--- src/adcmc_pkg.sv ---
// Constants, state types and carrier structs for the converter mode control block.
package adcmc_pkg;

  // ****************************************************************
  // Clock and timing
  // ****************************************************************
  localparam int unsigned CLK_HZ = 40_000_000;
  localparam int unsigned CLK_MHZ = CLK_HZ / 1_000_000;
  localparam int unsigned WAKE_NS = 25_000;
  localparam int unsigned WAKE_CYC = (WAKE_NS * CLK_MHZ + 999) / 1000;
  localparam int unsigned TOUT_MS = 25;
  localparam int unsigned TOUT_CYC_DEF = TOUT_MS * (CLK_HZ / 1000) + 1;
  localparam int unsigned CNT_W = 24;
  localparam int unsigned RATES = 8;
  localparam int unsigned CONV_CYC_DEF [RATES] = '{CLK_HZ / 128, CLK_HZ / 250, CLK_HZ / 490, CLK_HZ / 920,
                                                   CLK_HZ / 1600, CLK_HZ / 2400, CLK_HZ / 3300, CLK_HZ / 3300};

  // ****************************************************************
  // Configuration word layout and bus codes
  // ****************************************************************
  localparam int unsigned CFG_OS = 15;
  localparam int unsigned CFG_MODE = 8;
  localparam int unsigned DR_LSB = 5;
  localparam int unsigned DR_W = 3;
  localparam logic [15:0] CFG_DEF = 16'h8583;
  localparam int unsigned RES_W = 12;
  localparam logic [3:0] RES_PAD = 4'h0;
  localparam logic [6:0] GC_ADDR = 7'h00;
  localparam logic [7:0] GC_RST_CMD = 8'h06;
  localparam logic [1:0] PTR_CONV = 2'h0;
  localparam logic [1:0] PTR_CFG = 2'h1;
  localparam logic [3:0] BYTE_BITS = 4'h8;

  // ****************************************************************
  // Types
  // ****************************************************************
  typedef enum logic [4:0] {
    SL_IDLE = 5'h01, SL_ADDR = 5'h02, SL_ACK = 5'h04, SL_RX = 5'h08, SL_TX = 5'h10
  } adcmc_sl_e;
  localparam adcmc_sl_e SL_MACK_ST = SL_TX;

  typedef enum logic [2:0] {
    CV_IDLE = 3'h1, CV_WAKE = 3'h2, CV_CONV = 3'h4
  } adcmc_cv_e;

  typedef struct packed {
    logic soft_rst;
    logic os_req;
    logic [15:0] cfg;
  } adcmc_req_s;

  typedef struct packed {
    logic busy;
    logic done;
    logic [15:0] result;
    logic [15:0] act_cfg;
  } adcmc_rsp_s;

endpackage

--- src/adcmc_conv.sv ---
// Conversion sequencer: power-down, wake-up, single-shot and continuous timing.
`timescale 1ns/1ps
module adcmc_conv import adcmc_pkg::*; #(
  parameter int unsigned CONV_CYC [RATES] = CONV_CYC_DEF
) (
  input wire logic ref_clk,
  input wire logic reset,
  input wire adcmc_req_s req,
  input wire logic [RES_W-1:0] conv_data,
  output adcmc_rsp_s rsp
);

  typedef struct packed {
    adcmc_cv_e st;
    logic [CNT_W-1:0] cnt;
    logic [15:0] act;
    logic [15:0] res;
    logic done;
    logic [RES_W-1:0] d1;
    logic [RES_W-1:0] d2;
  } adcmc_cv_s;

  adcmc_cv_s r;
  adcmc_cv_s n;
  logic single;
  logic [CNT_W-1:0] conv_last;

  // Refuse conversion periods the counter cannot hold.
  for (genvar g = 0; g < RATES; g++) begin : g_chk
    if (CONV_CYC[g] < 2 || CONV_CYC[g] >= (1 << CNT_W)) begin : g_bad
      $error("conversion period out of range");
    end
  end

  // Live mode bit and the period of the conversion in progress.
  assign single = req.cfg[CFG_MODE];
  assign conv_last = CNT_W'(CONV_CYC[r.act[DR_LSB +: DR_W]] - 1);

  // Next state of the sequencer.
  always_comb begin
    n = r;
    n.done = 1'h0;
    n.d1 = conv_data;
    n.d2 = r.d1;
    n.cnt = r.cnt + 1'h1;
    case (r.st)
      CV_IDLE: begin
        n.cnt = '0;
        if (!single || req.os_req) begin
          n.st = CV_WAKE;
        end
      end
      CV_WAKE: begin
        if (r.cnt == CNT_W'(WAKE_CYC - 1)) begin
          n.st = CV_CONV;
          n.cnt = '0;
          n.act = req.cfg;
        end
      end
      CV_CONV: begin
        if (r.cnt == conv_last) begin
          n.done = 1'h1;
          n.res = {r.d2, RES_PAD};
          n.cnt = '0;
          // settings taken at each conversion start and end.
          n.act = req.cfg;
          // single-shot powers down after its result.
          if (single) begin
            n.st = CV_IDLE;
          end
        end
      end
      default: begin
        n.st = CV_IDLE;
      end
    endcase
    // any reset returns to powered-down single-shot.
    if (reset || req.soft_rst) begin
      n.st = CV_IDLE;
      n.cnt = '0;
      n.act = CFG_DEF;
      n.res = '0;
      n.done = 1'h0;
    end
  end

  // State register.
  always_ff @(posedge ref_clk) begin
    r <= n;
  end

  // Answer towards the serial side.
  assign rsp.busy = (r.st != CV_IDLE);
  assign rsp.done = r.done;
  assign rsp.result = r.res;
  assign rsp.act_cfg = r.act;
endmodule

--- src/adcmc_top.sv ---
// Two-wire slave with configuration word and conversion mode control.
// Summary of operation
// - Power-up reset loads the configuration word with its default value.
// - After reset the block idles powered down; bus logic keeps working.
// - General-call command 06h performs the same reset as power-up.
// - Mode bit 1 selects single-shot, powered down, still answering bus traffic.
// - Writing the start flag wakes for 25 us, flag reads 0, one conversion.
// - After a single-shot result the converter powers down by itself.
// - A start flag write during a conversion is ignored.
// - Mode bit 0 converts back to back, storing each result.
// - New settings apply from the next conversion; the running one keeps old ones.
// - Writing mode 1 or any reset leaves continuous mode.
// - Slave only; the clock line is never driven.
// - Lines are only pulled low; an undriven line reads high.
// - Data changes while clock low, sampled on clock high, eight-bit groups.
// - Data fall with clock high is start, data rise is stop.
// - Bus stuck for more than 25 ms counts as timed out.
// - Address byte is seven address bits plus direction; answer own address and the general-call address only.
// - Eight bits addressed here are acknowledged by pulling data low on ninth pulse.
// - Not-acknowledge leaves data high; an unaddressed slave never pulls it.
// - Stop returns to idle; a start while active is a repeated start.
// - General-call address accepted only for writes, acknowledged, next byte a command.
// - Each conversion lasts exactly one output-data period.
// - Write: pointer byte, then two bytes high first, each acknowledged.
`timescale 1ns/1ps
module adcmc_top import adcmc_pkg::*; #(
  parameter int unsigned TOUT_CYC = TOUT_CYC_DEF,
  parameter int unsigned CONV_CYC [RATES] = CONV_CYC_DEF
) (
  input wire logic ref_clk,
  input wire logic reset,
  input wire logic scl_in,
  input wire logic sda_in,
  output logic sda_out,
  output logic sda_oe,
  input wire logic [6:0] dev_addr,
  input wire logic [RES_W-1:0] conv_data,
  output logic analog_on,
  output logic [15:0] conv_cfg,
  output logic result_ready,
  output logic bus_timeout
);

  // ****************************************************************
  // State of the serial slave
  // ****************************************************************
  typedef struct packed {
    logic scl1;
    logic scl2;
    logic scl3;
    logic sda1;
    logic sda2;
    logic sda3;
    logic [6:0] adr1;
    logic [6:0] adr2;
    adcmc_sl_e st;
    logic mack_ph;
    logic [3:0] bits;
    logic [7:0] sh;
    logic rw;
    logic gc;
    logic [1:0] ptr;
    logic [1:0] bidx;
    logic [7:0] msb;
    logic [15:0] cfg;
    logic [15:0] txw;
    logic txlo;
    logic oe;
    logic mack;
    logic [CNT_W-1:0] idle;
    logic tout;
    logic os_req;
    logic gc_rst;
  } adcmc_sl_s;

  adcmc_sl_s r;
  adcmc_sl_s n;
  adcmc_req_s req;
  adcmc_rsp_s rsp;
  logic rise;
  logic fall;
  logic start;
  logic stop;
  logic edge_any;
  logic tout_hit;
  logic [15:0] rd_word;
  logic [15:0] wr_word;

  // Refuse a timeout the idle counter cannot reach.
  if (TOUT_CYC < 2 || TOUT_CYC >= (1 << CNT_W)) begin : g_tout_chk
    $error("timeout count out of range");
  end

  // ****************************************************************
  // Bus line events
  // ****************************************************************
  // Edges and conditions seen on the synchronised lines.
  assign rise = r.scl2 & ~r.scl3;
  assign fall = ~r.scl2 & r.scl3;
  // data edges while clock high mark start and stop.
  assign start = r.scl2 & r.scl3 & r.sda3 & ~r.sda2;
  assign stop = r.scl2 & r.scl3 & ~r.sda3 & r.sda2;
  assign edge_any = (r.scl2 ^ r.scl3) | (r.sda2 ^ r.sda3);
  // bus stalled mid-transfer for longer than the limit.
  assign tout_hit = (r.st != SL_IDLE) && (r.idle == CNT_W'(TOUT_CYC - 1)) && !edge_any;

  // Word sent on a read; the start flag reads 0 while converting.
  always_comb begin
    rd_word = '0;
    if (r.ptr == PTR_CONV) begin
      rd_word = rsp.result;
    end else if (r.ptr == PTR_CFG) begin
      rd_word = r.cfg;
      // flag shows 0 from wake-up until power-down.
      rd_word[CFG_OS] = ~rsp.busy;
    end
  end

  // data bytes pair high byte first.
  assign wr_word = {r.msb, r.sh};

  // ****************************************************************
  // Next state
  // ****************************************************************
  always_comb begin
    n = r;
    n.os_req = 1'h0;
    n.gc_rst = 1'h0;
    n.tout = 1'h0;
    n.scl1 = scl_in;
    n.scl2 = r.scl1;
    n.scl3 = r.scl2;
    n.sda1 = sda_in;
    n.sda2 = r.sda1;
    n.sda3 = r.sda2;
    n.adr1 = dev_addr;
    n.adr2 = r.adr1;
    n.idle = (edge_any || r.st == SL_IDLE) ? '0 : r.idle + 1'h1;

    // Byte-level slave sequence.
    case (r.st)
      SL_IDLE: begin
        n.oe = 1'h0;
      end
      SL_ADDR: begin
        // sample on clock rise, eight bits per byte.
        if (rise) begin
          n.sh = {r.sh[6:0], r.sda2};
          n.bits = r.bits + 1'h1;
        end
        if (fall && r.bits == BYTE_BITS) begin
          n.bits = '0;
          n.bidx = '0;
          n.rw = r.sh[0];
          n.txw = rd_word;
          n.txlo = 1'h0;
          if (r.sh[7:1] == r.adr2) begin
            n.gc = 1'h0;
            // pull data low for the ninth pulse.
            n.oe = 1'h1;
            n.st = SL_ACK;
          // general call only with direction bit 0.
          end else if (r.sh[7:1] == GC_ADDR && !r.sh[0]) begin
            n.gc = 1'h1;
            n.oe = 1'h1;
            n.st = SL_ACK;
          end else begin
            n.st = SL_IDLE;
          end
        end
      end
      SL_ACK: begin
        if (fall) begin
          n.bits = '0;
          if (r.rw) begin
            // first bit set while clock low.
            n.sh = r.txw[15:8];
            n.oe = ~r.txw[15];
            n.mack_ph = 1'h0;
            n.st = SL_TX;
          end else begin
            n.oe = 1'h0;
            n.st = SL_RX;
          end
        end
      end
      SL_RX: begin
        if (rise) begin
          n.sh = {r.sh[6:0], r.sda2};
          n.bits = r.bits + 1'h1;
        end
        if (fall && r.bits == BYTE_BITS) begin
          n.bits = '0;
          n.oe = 1'h1;
          n.st = SL_ACK;
          if (r.gc) begin
            n.gc_rst = (r.sh == GC_RST_CMD);
          end else begin
            n.bidx = (r.bidx == 2'h3) ? r.bidx : r.bidx + 1'h1;
            if (r.bidx == 2'h0) begin
              n.ptr = r.sh[1:0];
            end else if (r.bidx == 2'h1) begin
              n.msb = r.sh;
            end else if (r.bidx == 2'h2 && r.ptr == PTR_CFG) begin
              n.cfg = wr_word;
              n.cfg[CFG_OS] = 1'h0;
              // the sequencer drops this if already busy.
              n.os_req = wr_word[CFG_OS];
            end
          end
        end
      end
      SL_TX: begin
        if (!r.mack_ph) begin
          if (rise) begin
            n.bits = r.bits + 1'h1;
          end
          if (fall) begin
            if (r.bits == BYTE_BITS) begin
              n.oe = 1'h0;
              n.mack = 1'h0;
              n.mack_ph = 1'h1;
            end else begin
              n.sh = {r.sh[6:0], 1'h0};
              n.oe = ~r.sh[6];
            end
          end
        end else begin
          // master acknowledge sampled on its clock pulse.
          if (rise) begin
            n.mack = ~r.sda2;
          end
          if (fall) begin
            n.bits = '0;
            n.mack_ph = 1'h0;
            n.txlo = ~r.txlo;
            n.sh = r.txlo ? r.txw[15:8] : r.txw[7:0];
            n.oe = r.txlo ? ~r.txw[15] : ~r.txw[7];
            // a master not-acknowledge ends the read.
            if (!r.mack) begin
              n.oe = 1'h0;
              n.st = SL_IDLE;
            end
          end
        end
      end
      default: begin
        n.st = SL_IDLE;
        n.oe = 1'h0;
      end
    endcase

    // timeout drops the transfer and releases data.
    if (tout_hit) begin
      n.tout = 1'h1;
      n.st = SL_IDLE;
      n.oe = 1'h0;
    end
    // stop to idle, start also when repeated.
    if (stop) begin
      n.st = SL_IDLE;
      n.oe = 1'h0;
    end
    if (start) begin
      n.st = SL_ADDR;
      n.bits = '0;
      n.oe = 1'h0;
    end
    if (r.gc_rst) begin
      n.cfg = CFG_DEF;
      n.ptr = PTR_CONV;
    end
    if (reset) begin
      n = '0;
      n.scl1 = 1'h1;
      n.scl2 = 1'h1;
      n.scl3 = 1'h1;
      n.sda1 = 1'h1;
      n.sda2 = 1'h1;
      n.sda3 = 1'h1;
      n.st = SL_IDLE;
      n.cfg = CFG_DEF;
    end
  end

  // State register.
  always_ff @(posedge ref_clk) begin
    r <= n;
  end

  // ****************************************************************
  // Conversion sequencer and outputs
  // ****************************************************************
  // Requests towards the sequencer.
  assign req.soft_rst = r.gc_rst;
  assign req.os_req = r.os_req;
  assign req.cfg = r.cfg;

  adcmc_conv #(
    .CONV_CYC(CONV_CYC)
  ) u_conv (
    .ref_clk(ref_clk),
    .reset(reset),
    .req(req),
    .conv_data(conv_data),
    .rsp(rsp)
  );

  // open drain, only ever driving low; clock never driven.
  assign sda_out = 1'h0;
  assign sda_oe = r.oe;
  assign analog_on = rsp.busy;
  assign conv_cfg = rsp.act_cfg;
  assign result_ready = rsp.done;
  assign bus_timeout = r.tout;
endmodule

--- config.mk ---
export PLATFORM = sky130hd
export DESIGN_NAME = adcmc_top
export DESIGN_NICKNAME = d
export VERILOG_FILES = /design/src/adcmc_pkg.sv /design/src/adcmc_conv.sv /design/src/adcmc_top.sv
export SDC_FILE = /design/constraint.sdc
export NUM_CORES = 1
export LEC_CHECK = 0
export BUFFER_PORTS_ARGS = -buffer_cell sky130_fd_sc_hd__clkbuf_2
export CAP_MARGIN = 20
export CORE_MARGIN = 4
export CORE_UTILIZATION = 30
export DETAILED_ROUTE_END_ITERATION = 8
export PLACE_DENSITY = 0.51
export SLEW_MARGIN = 5
export SYNTH_ARGS = -nofsm -noshare
export SYNTH_HDL_FRONTEND = slang
export SYNTH_SLANG_ARGS = --single-unit
--- constraint.sdc ---
create_clock -name ref_clk -period 8.1 [get_ports ref_clk]
set_clock_uncertainty 0.1 [all_clocks]
set_input_delay 1.215 -clock ref_clk [delete_from_list [all_inputs] [get_ports ref_clk]]
set_output_delay 1.215 -clock ref_clk [all_outputs]
set_load 0.01 [all_outputs]
After elaboration in Yosys (flattened, before gate mapping)
Memories as Yosys holds them, arrays and structs flattened.
Index checks and enable logic that the tools add are counted.
{"block": "op_classes", "bitwise_logic": 28, "n_eq_ne": 47, "n_addsub": 5, "reduce_logical": 47, "muxes": 65, "order_cmp": 1}
{"cell": "$mux W24", "n": 3}
{"cell": "$pmux W24 S3", "n": 1}
{"cell": "$mux W16", "n": 4}
{"cell": "$mux W60", "n": 1}
{"cell": "$mux W26", "n": 2}
{"cell": "$add A24 B1 Y24 const B", "n": 2}
{"cell": "$mux W43", "n": 1}
{"cell": "$mux W8", "n": 5}
{"cell": "$mux W18", "n": 2}
{"cell": "$pmux W12 S3", "n": 1}
{"cell": "$pmux W16 S2", "n": 1}
{"cell": "$mux W5", "n": 6}
{"cell": "$ne A5 B5 Y1 const B", "n": 6}
{"cell": "$pmux W5 S5", "n": 1}
{"cell": "$eq A24 B10 Y1 const B", "n": 1}
{"cell": "$eq A24 B20 Y1 const B", "n": 1}
{"cell": "$eq A24 B24 Y1", "n": 1}
{"cell": "$sub A24 B1 Y24 const B", "n": 1}
{"cell": "$ne A2 B2 Y1 const B", "n": 10}
{"cell": "$reduce_and A5 Y1", "n": 4}
{"cell": "$mux W2", "n": 9}
{"cell": "$not A1 Y1", "n": 17}
{"cell": "$mux W1", "n": 16}
{"cell": "$reduce_and A4 Y1", "n": 4}
{"cell": "other kinds (47)", "n": 93}
{"block": "totals", "in_bits": 23, "mem_bits_ro": 256, "reg_bits": 194, "elab_cells": 228, "memories": 1, "out_inout_bits": 21}
{"memory": "(no name shown)", "depth": 8, "word_bits": 32, "rd": 1, "rd_ports_with_merged_regs": 0, "write_ports": 0, "line": "adcmc_conv.sv:37", "text": "assign conv_last = CNT_W'(CONV_CYC[r.act[DR_LSB +: DR_W]] - 1);"}

Longest topological paths before layout
{"block": "logic_depth", "depth_word": 9, "ltp_mapped": 13, "ltp_nobuf": 11}

Modules after synthesis
From an unflattened synthesis, not the netlist that was laid out.
{"block": "unflattened", "cells_unflattened": 1064, "area_unflattened_um2": 9288.9}
{"mod": "adcmc_top", "instances": 1, "cells_per_inst": 610, "area_each_um2": 5343.9}
{"mod": "adcmc_conv", "instances": 1, "cells_per_inst": 454, "area_each_um2": 3945.0}

Worst setup path after synthesis
Ideal clock, no wire load.
{"block": "synth_path", "path_kind": "register to register", "start": "register u_conv.r (netlist bit u_conv.rsp[6])", "end": "register u_conv.r (netlist bit u_conv.rsp[10])", "arrival_ns": 2.727, "required_ns": 7.928, "setup_slack_ns": 5.201, "n_path_buf": 2, "period_less_slack_ns": 2.899, "path_stages_with_launch": 14, "path_cell_list": "dfxtp_1 buf_6 inv_1 ha_1 mux2i_1 ha_1 xnor2_1 a221oi_1 nand4_1 nor4b_2 nand3_1 o21ai_4 buf_6 mux2i_1"}
{"block": "synth_between", "elab_chain_len": 8}
{"element": "start, declared", "line": "adcmc_conv.sv:23", "text": "adcmc_cv_s r;"}
{"element": "start signal, assigned", "line": "adcmc_conv.sv:89", "text": "r <= n;"}
{"element": "$not A3 Y4 (implied by the code)", "line": "adcmc_conv.sv:37"}
{"element": "$mem_v2 Z8 W32"}
{"element": "$mux W24 (implied by the code) (2 in series)", "line": "adcmc_conv.sv:37"}
{"element": "$sub A24 B1 Y24", "line": "adcmc_conv.sv:37"}
{"element": "$eq A24 B24 Y1", "line": "adcmc_conv.sv:61", "text": "if (r.cnt == conv_last) begin"}
{"element": "$ne A2 B1 Y1 (no line)"}
{"element": "$reduce_and A3 Y1 (no line)"}
No other way between the ends. The select of a mux whose other input is x is not followed.
A chain may end at the register's enable or synchronous reset.

Final worst setup path
{"block": "layout_path", "start": "register u_conv.r (netlist bit u_conv.rsp[6])", "end": "register u_conv.r (netlist bit u_conv.rsp[26])"}
{"block": "layout_between", "elab_chain_len": 7}
{"element": "$not A3 Y4 (implied by the code)", "line": "adcmc_conv.sv:37"}
{"element": "$mem_v2 Z8 W32"}
{"element": "$mux W24 (implied by the code) (2 in series)", "line": "adcmc_conv.sv:37"}
{"element": "$sub A24 B1 Y24", "line": "adcmc_conv.sv:37"}
{"element": "$eq A24 B24 Y1", "line": "adcmc_conv.sv:61"}
{"element": "$reduce_and A2 Y1 (no line)"}
No other way between the ends. The select of a mux whose other input is x is not followed.

==> flow_summary_export.csv <==
group,metric,value,unit
timing,relSlewSlack,32.7,%
power,power,1.93,mW
timing,hold_viol,0,
timing,final.setup.tns,0,ns
worst_setup_path,start_kind,"flop",
power,power.density,200,mW/mm2
timing,finalCritPeriodShare,48.8,%
power,power_frac_comb,5.6,%
clock_tree,cts_tree,"done",
timing,setup_viol_count_final,0,
synth,netlist_instances,1018,
final_layout,num_antenna_cells,0,
synth,mappedNetlistArea,0.00873,mm2
final_layout,finish.instance_area,0.00968,mm2
clock_tree,htreeDepth,4,
drt,vias,6922,
synth,syn_nets,1060,
floorplan,num_rows,62,
floorplan,die-area,0.0319,mm2
global_route,grtUsageTotal,12.8,%
drt,wl_per_cell,14.2,um
global_route,grt_overflow,0,
final_layout,area_growth,10.8,%
clock_tree,clk_pin_slew,0.09,ns
placement,post_dp_cell_area,0.00908,mm2
run_status,status,"finished, final reports clean",
worst_setup_path,cp_slowest_stage_delay,0.71,ns
worst_setup_path,crit_required,8.31,ns
drt,drt-total-wl,20000,um
timing,hold_ws,0.229,ns
power,p_clk_share,43.2,%
final_layout,nNetsFinal,1058,
placement,hpwl,14000,um
synth,synth_area_leaders,"dfxtp_1 (44%), nor2_1 (4.9%), nand2_1 (4.8%), a21oi_1 (4.0%), xor2_1 (3.8%)",
worst_setup_path,endpoint_kind,"flop",
drt,vias_per_cell,4.90,
synth,postSynthRegisterBits,194,
floorplan,initial_core_util,30.4,%
clock_tree,clk_latency,0.44,ns
global_route,grt_max_degree,69,
clock_tree,cts_setup_buffers,0,
placement,placement.io_buffers,42,
clock_tree,clock-root-buffer,"clkbuf_16",
power,p_sw_share,26.2,%
clock_tree,cts_resized,0,
floorplan,die_h,179,um
drt,ant_nets,0,
worst_setup_path,crit_fanout,16,
synth,synth-seq-area-share,44.5,%
final_layout,fin_cells,1413,
drt,drtIter0Drc,605,
worst_setup_path,path_cells,"inv_1 -> ha_1 -> or3b_1 -> a221oi_1 -> o32ai_1 -> nor4_2 -> nand4_2 -> mux2i_1 -> nor2_1",
final_layout,layout-drive-gt1-share,11.9,%
run,maxCapViolations,0,
global_route,antenna_found_initial,0,
timing,min_period,3.95,ns
synth,synth-edff-count,0,
synth,synthArstFlopShare,0,%
synth,synth.avg_cell_area,8.58,um2
worst_setup_path,slowest_stage,"dfxtp_1",
clock_tree,holdBufCountCts,0,
placement,dp_cells,1380,
power,sequentialPowerShare,51.2,%
drt,firstDrtPassIters,5,
floorplan,die_w,179,um
power,p_sw,0.506,mW
timing,fmaxAchievable,0.253,GHz
worst_hold_path,hold_class,"reg2reg",
timing,slew_viol_final,0,
power,intPower,1.43,mW
synth,synthFlopType,"dfxtp_1",
timing,rsz0062_at_grt,"false",
global_route,grt_pass1_wl,33200,um
worst_setup_path,critPathKind,"reg2reg",
worst_setup_path,cp.arrival,4.16,ns
power,ir_worst_vdd,0.000142,V
synth,netlist.area_leader.share,44.5,%
floorplan,core-area,0.0287,mm2
synth,yosysTopAreaCell,"dfxtp_1",
placement,place_congestion,0.830,
clock_tree,cts_sinks,194,
power,p_leak,3.36,nW
global_route,grt_pass1_vias,6418,
synth,synth_cell_types,75,
final_layout,fillers,3041,
synth,yosysWarnings,0,
floorplan,ios,44,
clock_tree,cts_buffer_depth,2,
timing,tightest_slew,1.01,ns
drt,drc,0,
clock_tree,cts_buffers,17,
flip-flops by register name, indices dropped and copies added (netlist names):
| signal | cells |
|---|---|
| u_conv.r | 39 |
| u_conv.rsp | 29 |
| u_conv.n | 12 |
| r | 112 |
| bus_timeout | 1 |
| sda_oe | 1 |
area by class of cell:
type | instances | area (um2) | area share [%]
Tap cell | 384 | 480 | 4.96
Sequential cell | 194 | 3880 | 40.1
Timing Repair Buffer | 47 | 255 | 2.64
Inverter | 34 | 128 | 1.32
Multi-Input combinational cell | 722 | 4350 | 44.9
Clock buffer | 18 | 429 | 4.43
Clock inverter | 14 | 156 | 1.62
power groups by stage:
stage                     sequential, mW  combinational [mW]  clock [mW]
after floorplan                     1.00              0.0787           0
after global placement              1.01               0.108           0
after detailed placement            1.01               0.107           0
after CTS                          0.989               0.108       0.865
after global routing               0.992               0.119       0.907
final                              0.989               0.108       0.835
worst max-delay path: cells and delay by family, from the launching register on:
family	cells	cell delay, ns
flip-flops	1	0.71
AND/OR/NAND/NOR	4	1.37
buffers and inverters	1	0.20
adder cells (fa/ha/maj)	1	0.45
AO/OA/AOI/OAI	2	0.69
multiplexers	1	0.31
through the flow:
step	utilization, %	worst slack, ns
2_1_floorplan	-	5.20
3_3_place_gp	31.6	4.26
3_5_place_dp	31.6	4.21
4_1_cts	33.7	4.17
5_1_grt	33.7	3.83
6_report	33.7	4.15
layout by cell type, fill, tap and decap left out, types with 9 or more instances in the layout:
| cell type | n |
|---|---|
| clkbuf_16 | 17 |
| o21ai_0 | 22 |
| inv_1 | 34 |
| or3_1 | 16 |
| a21oi_1 | 69 |
| xor2_1 | 38 |
| nand4_1 | 12 |
| nand3_1 | 41 |
| and3_1 | 9 |
| dfxtp_1 | 194 |
| a21oi_2 | 10 |
| clkbuf_2 | 42 |
| xnor2_1 | 16 |
| ha_1 | 19 |
| nor3_1 | 44 |
| o22ai_1 | 12 |
| nor2_1 | 115 |
| nand2_2 | 10 |
| nor2b_1 | 24 |
| nand2_1 | 111 |
| mux2i_1 | 26 |
| or2_2 | 11 |
synthesized netlist by cell type, types with 4 or more instances:
library cell / count
inv_1: 34
o2111ai_1: 4
buf_2: 8
a221oi_1: 4
or2_2: 11
nor4_1: 8
nor2b_1: 24
xnor2_1: 16
nand2_1: 111
nand3_1: 41
nor2_1: 115
and3_1: 9
xor2_1: 38
nand2_2: 10
nand2b_1: 7
and2_1: 6
mux2i_1: 26
a222oi_1: 7
and4_1: 5
o22ai_1: 12
o21ai_0: 22
a21oi_1: 69
dfxtp_1: 194
nor3_1: 44
buf_4: 21
buf_6: 4
nor3b_1: 6
o211ai_1: 4
or3_1: 16
ha_1: 19
clkbuf_1: 35
nand4_1: 12
nand4b_1: 5
a21oi_2: 10
a31oi_1: 4
final timing paths:
check / start / endpoint / slack [ns] / depth (start not counted)
hold reg to reg: u_conv.n[0] / u_conv.r[0] / 0.23 / 0
hold / removal: u_conv.n[0] / u_conv.r[0] / 0.23 / 0
setup / recovery: u_conv.rsp[6] / u_conv.rsp[26] / 4.15 / 9
setup reg to reg: u_conv.rsp[6] / u_conv.rsp[26] / 4.15 / 9
kinds of logic after synthesis:
group	count (synthesis)	synth area share (%)
adders and majority gates	19	2.72
other	1	0.0429
and+or+nand+nor	453	26.1
AOI/OAI and AO/OA	168	12.4
DFF	194	44.5
muxes	27	3.11
xor gates and xnor gates	54	5.41
buffers and inverters	102	5.74
per-layer routing:
| metal | part of all wire, % | vias up | global-route usage (%) |
|---|---|---|---|
| li1 | - | 3499 | - |
| met1 | 51 | 3232 | 18.5 |
| met5 | 0 | - | 0 |
| met3 | 3.9 | 25 | 2.67 |
| met4 | 1.8 | 0 | 4.38 |
| met2 | 43 | 166 | 19.1 |
No activity file was read; power rests on OpenSTA's default activity.
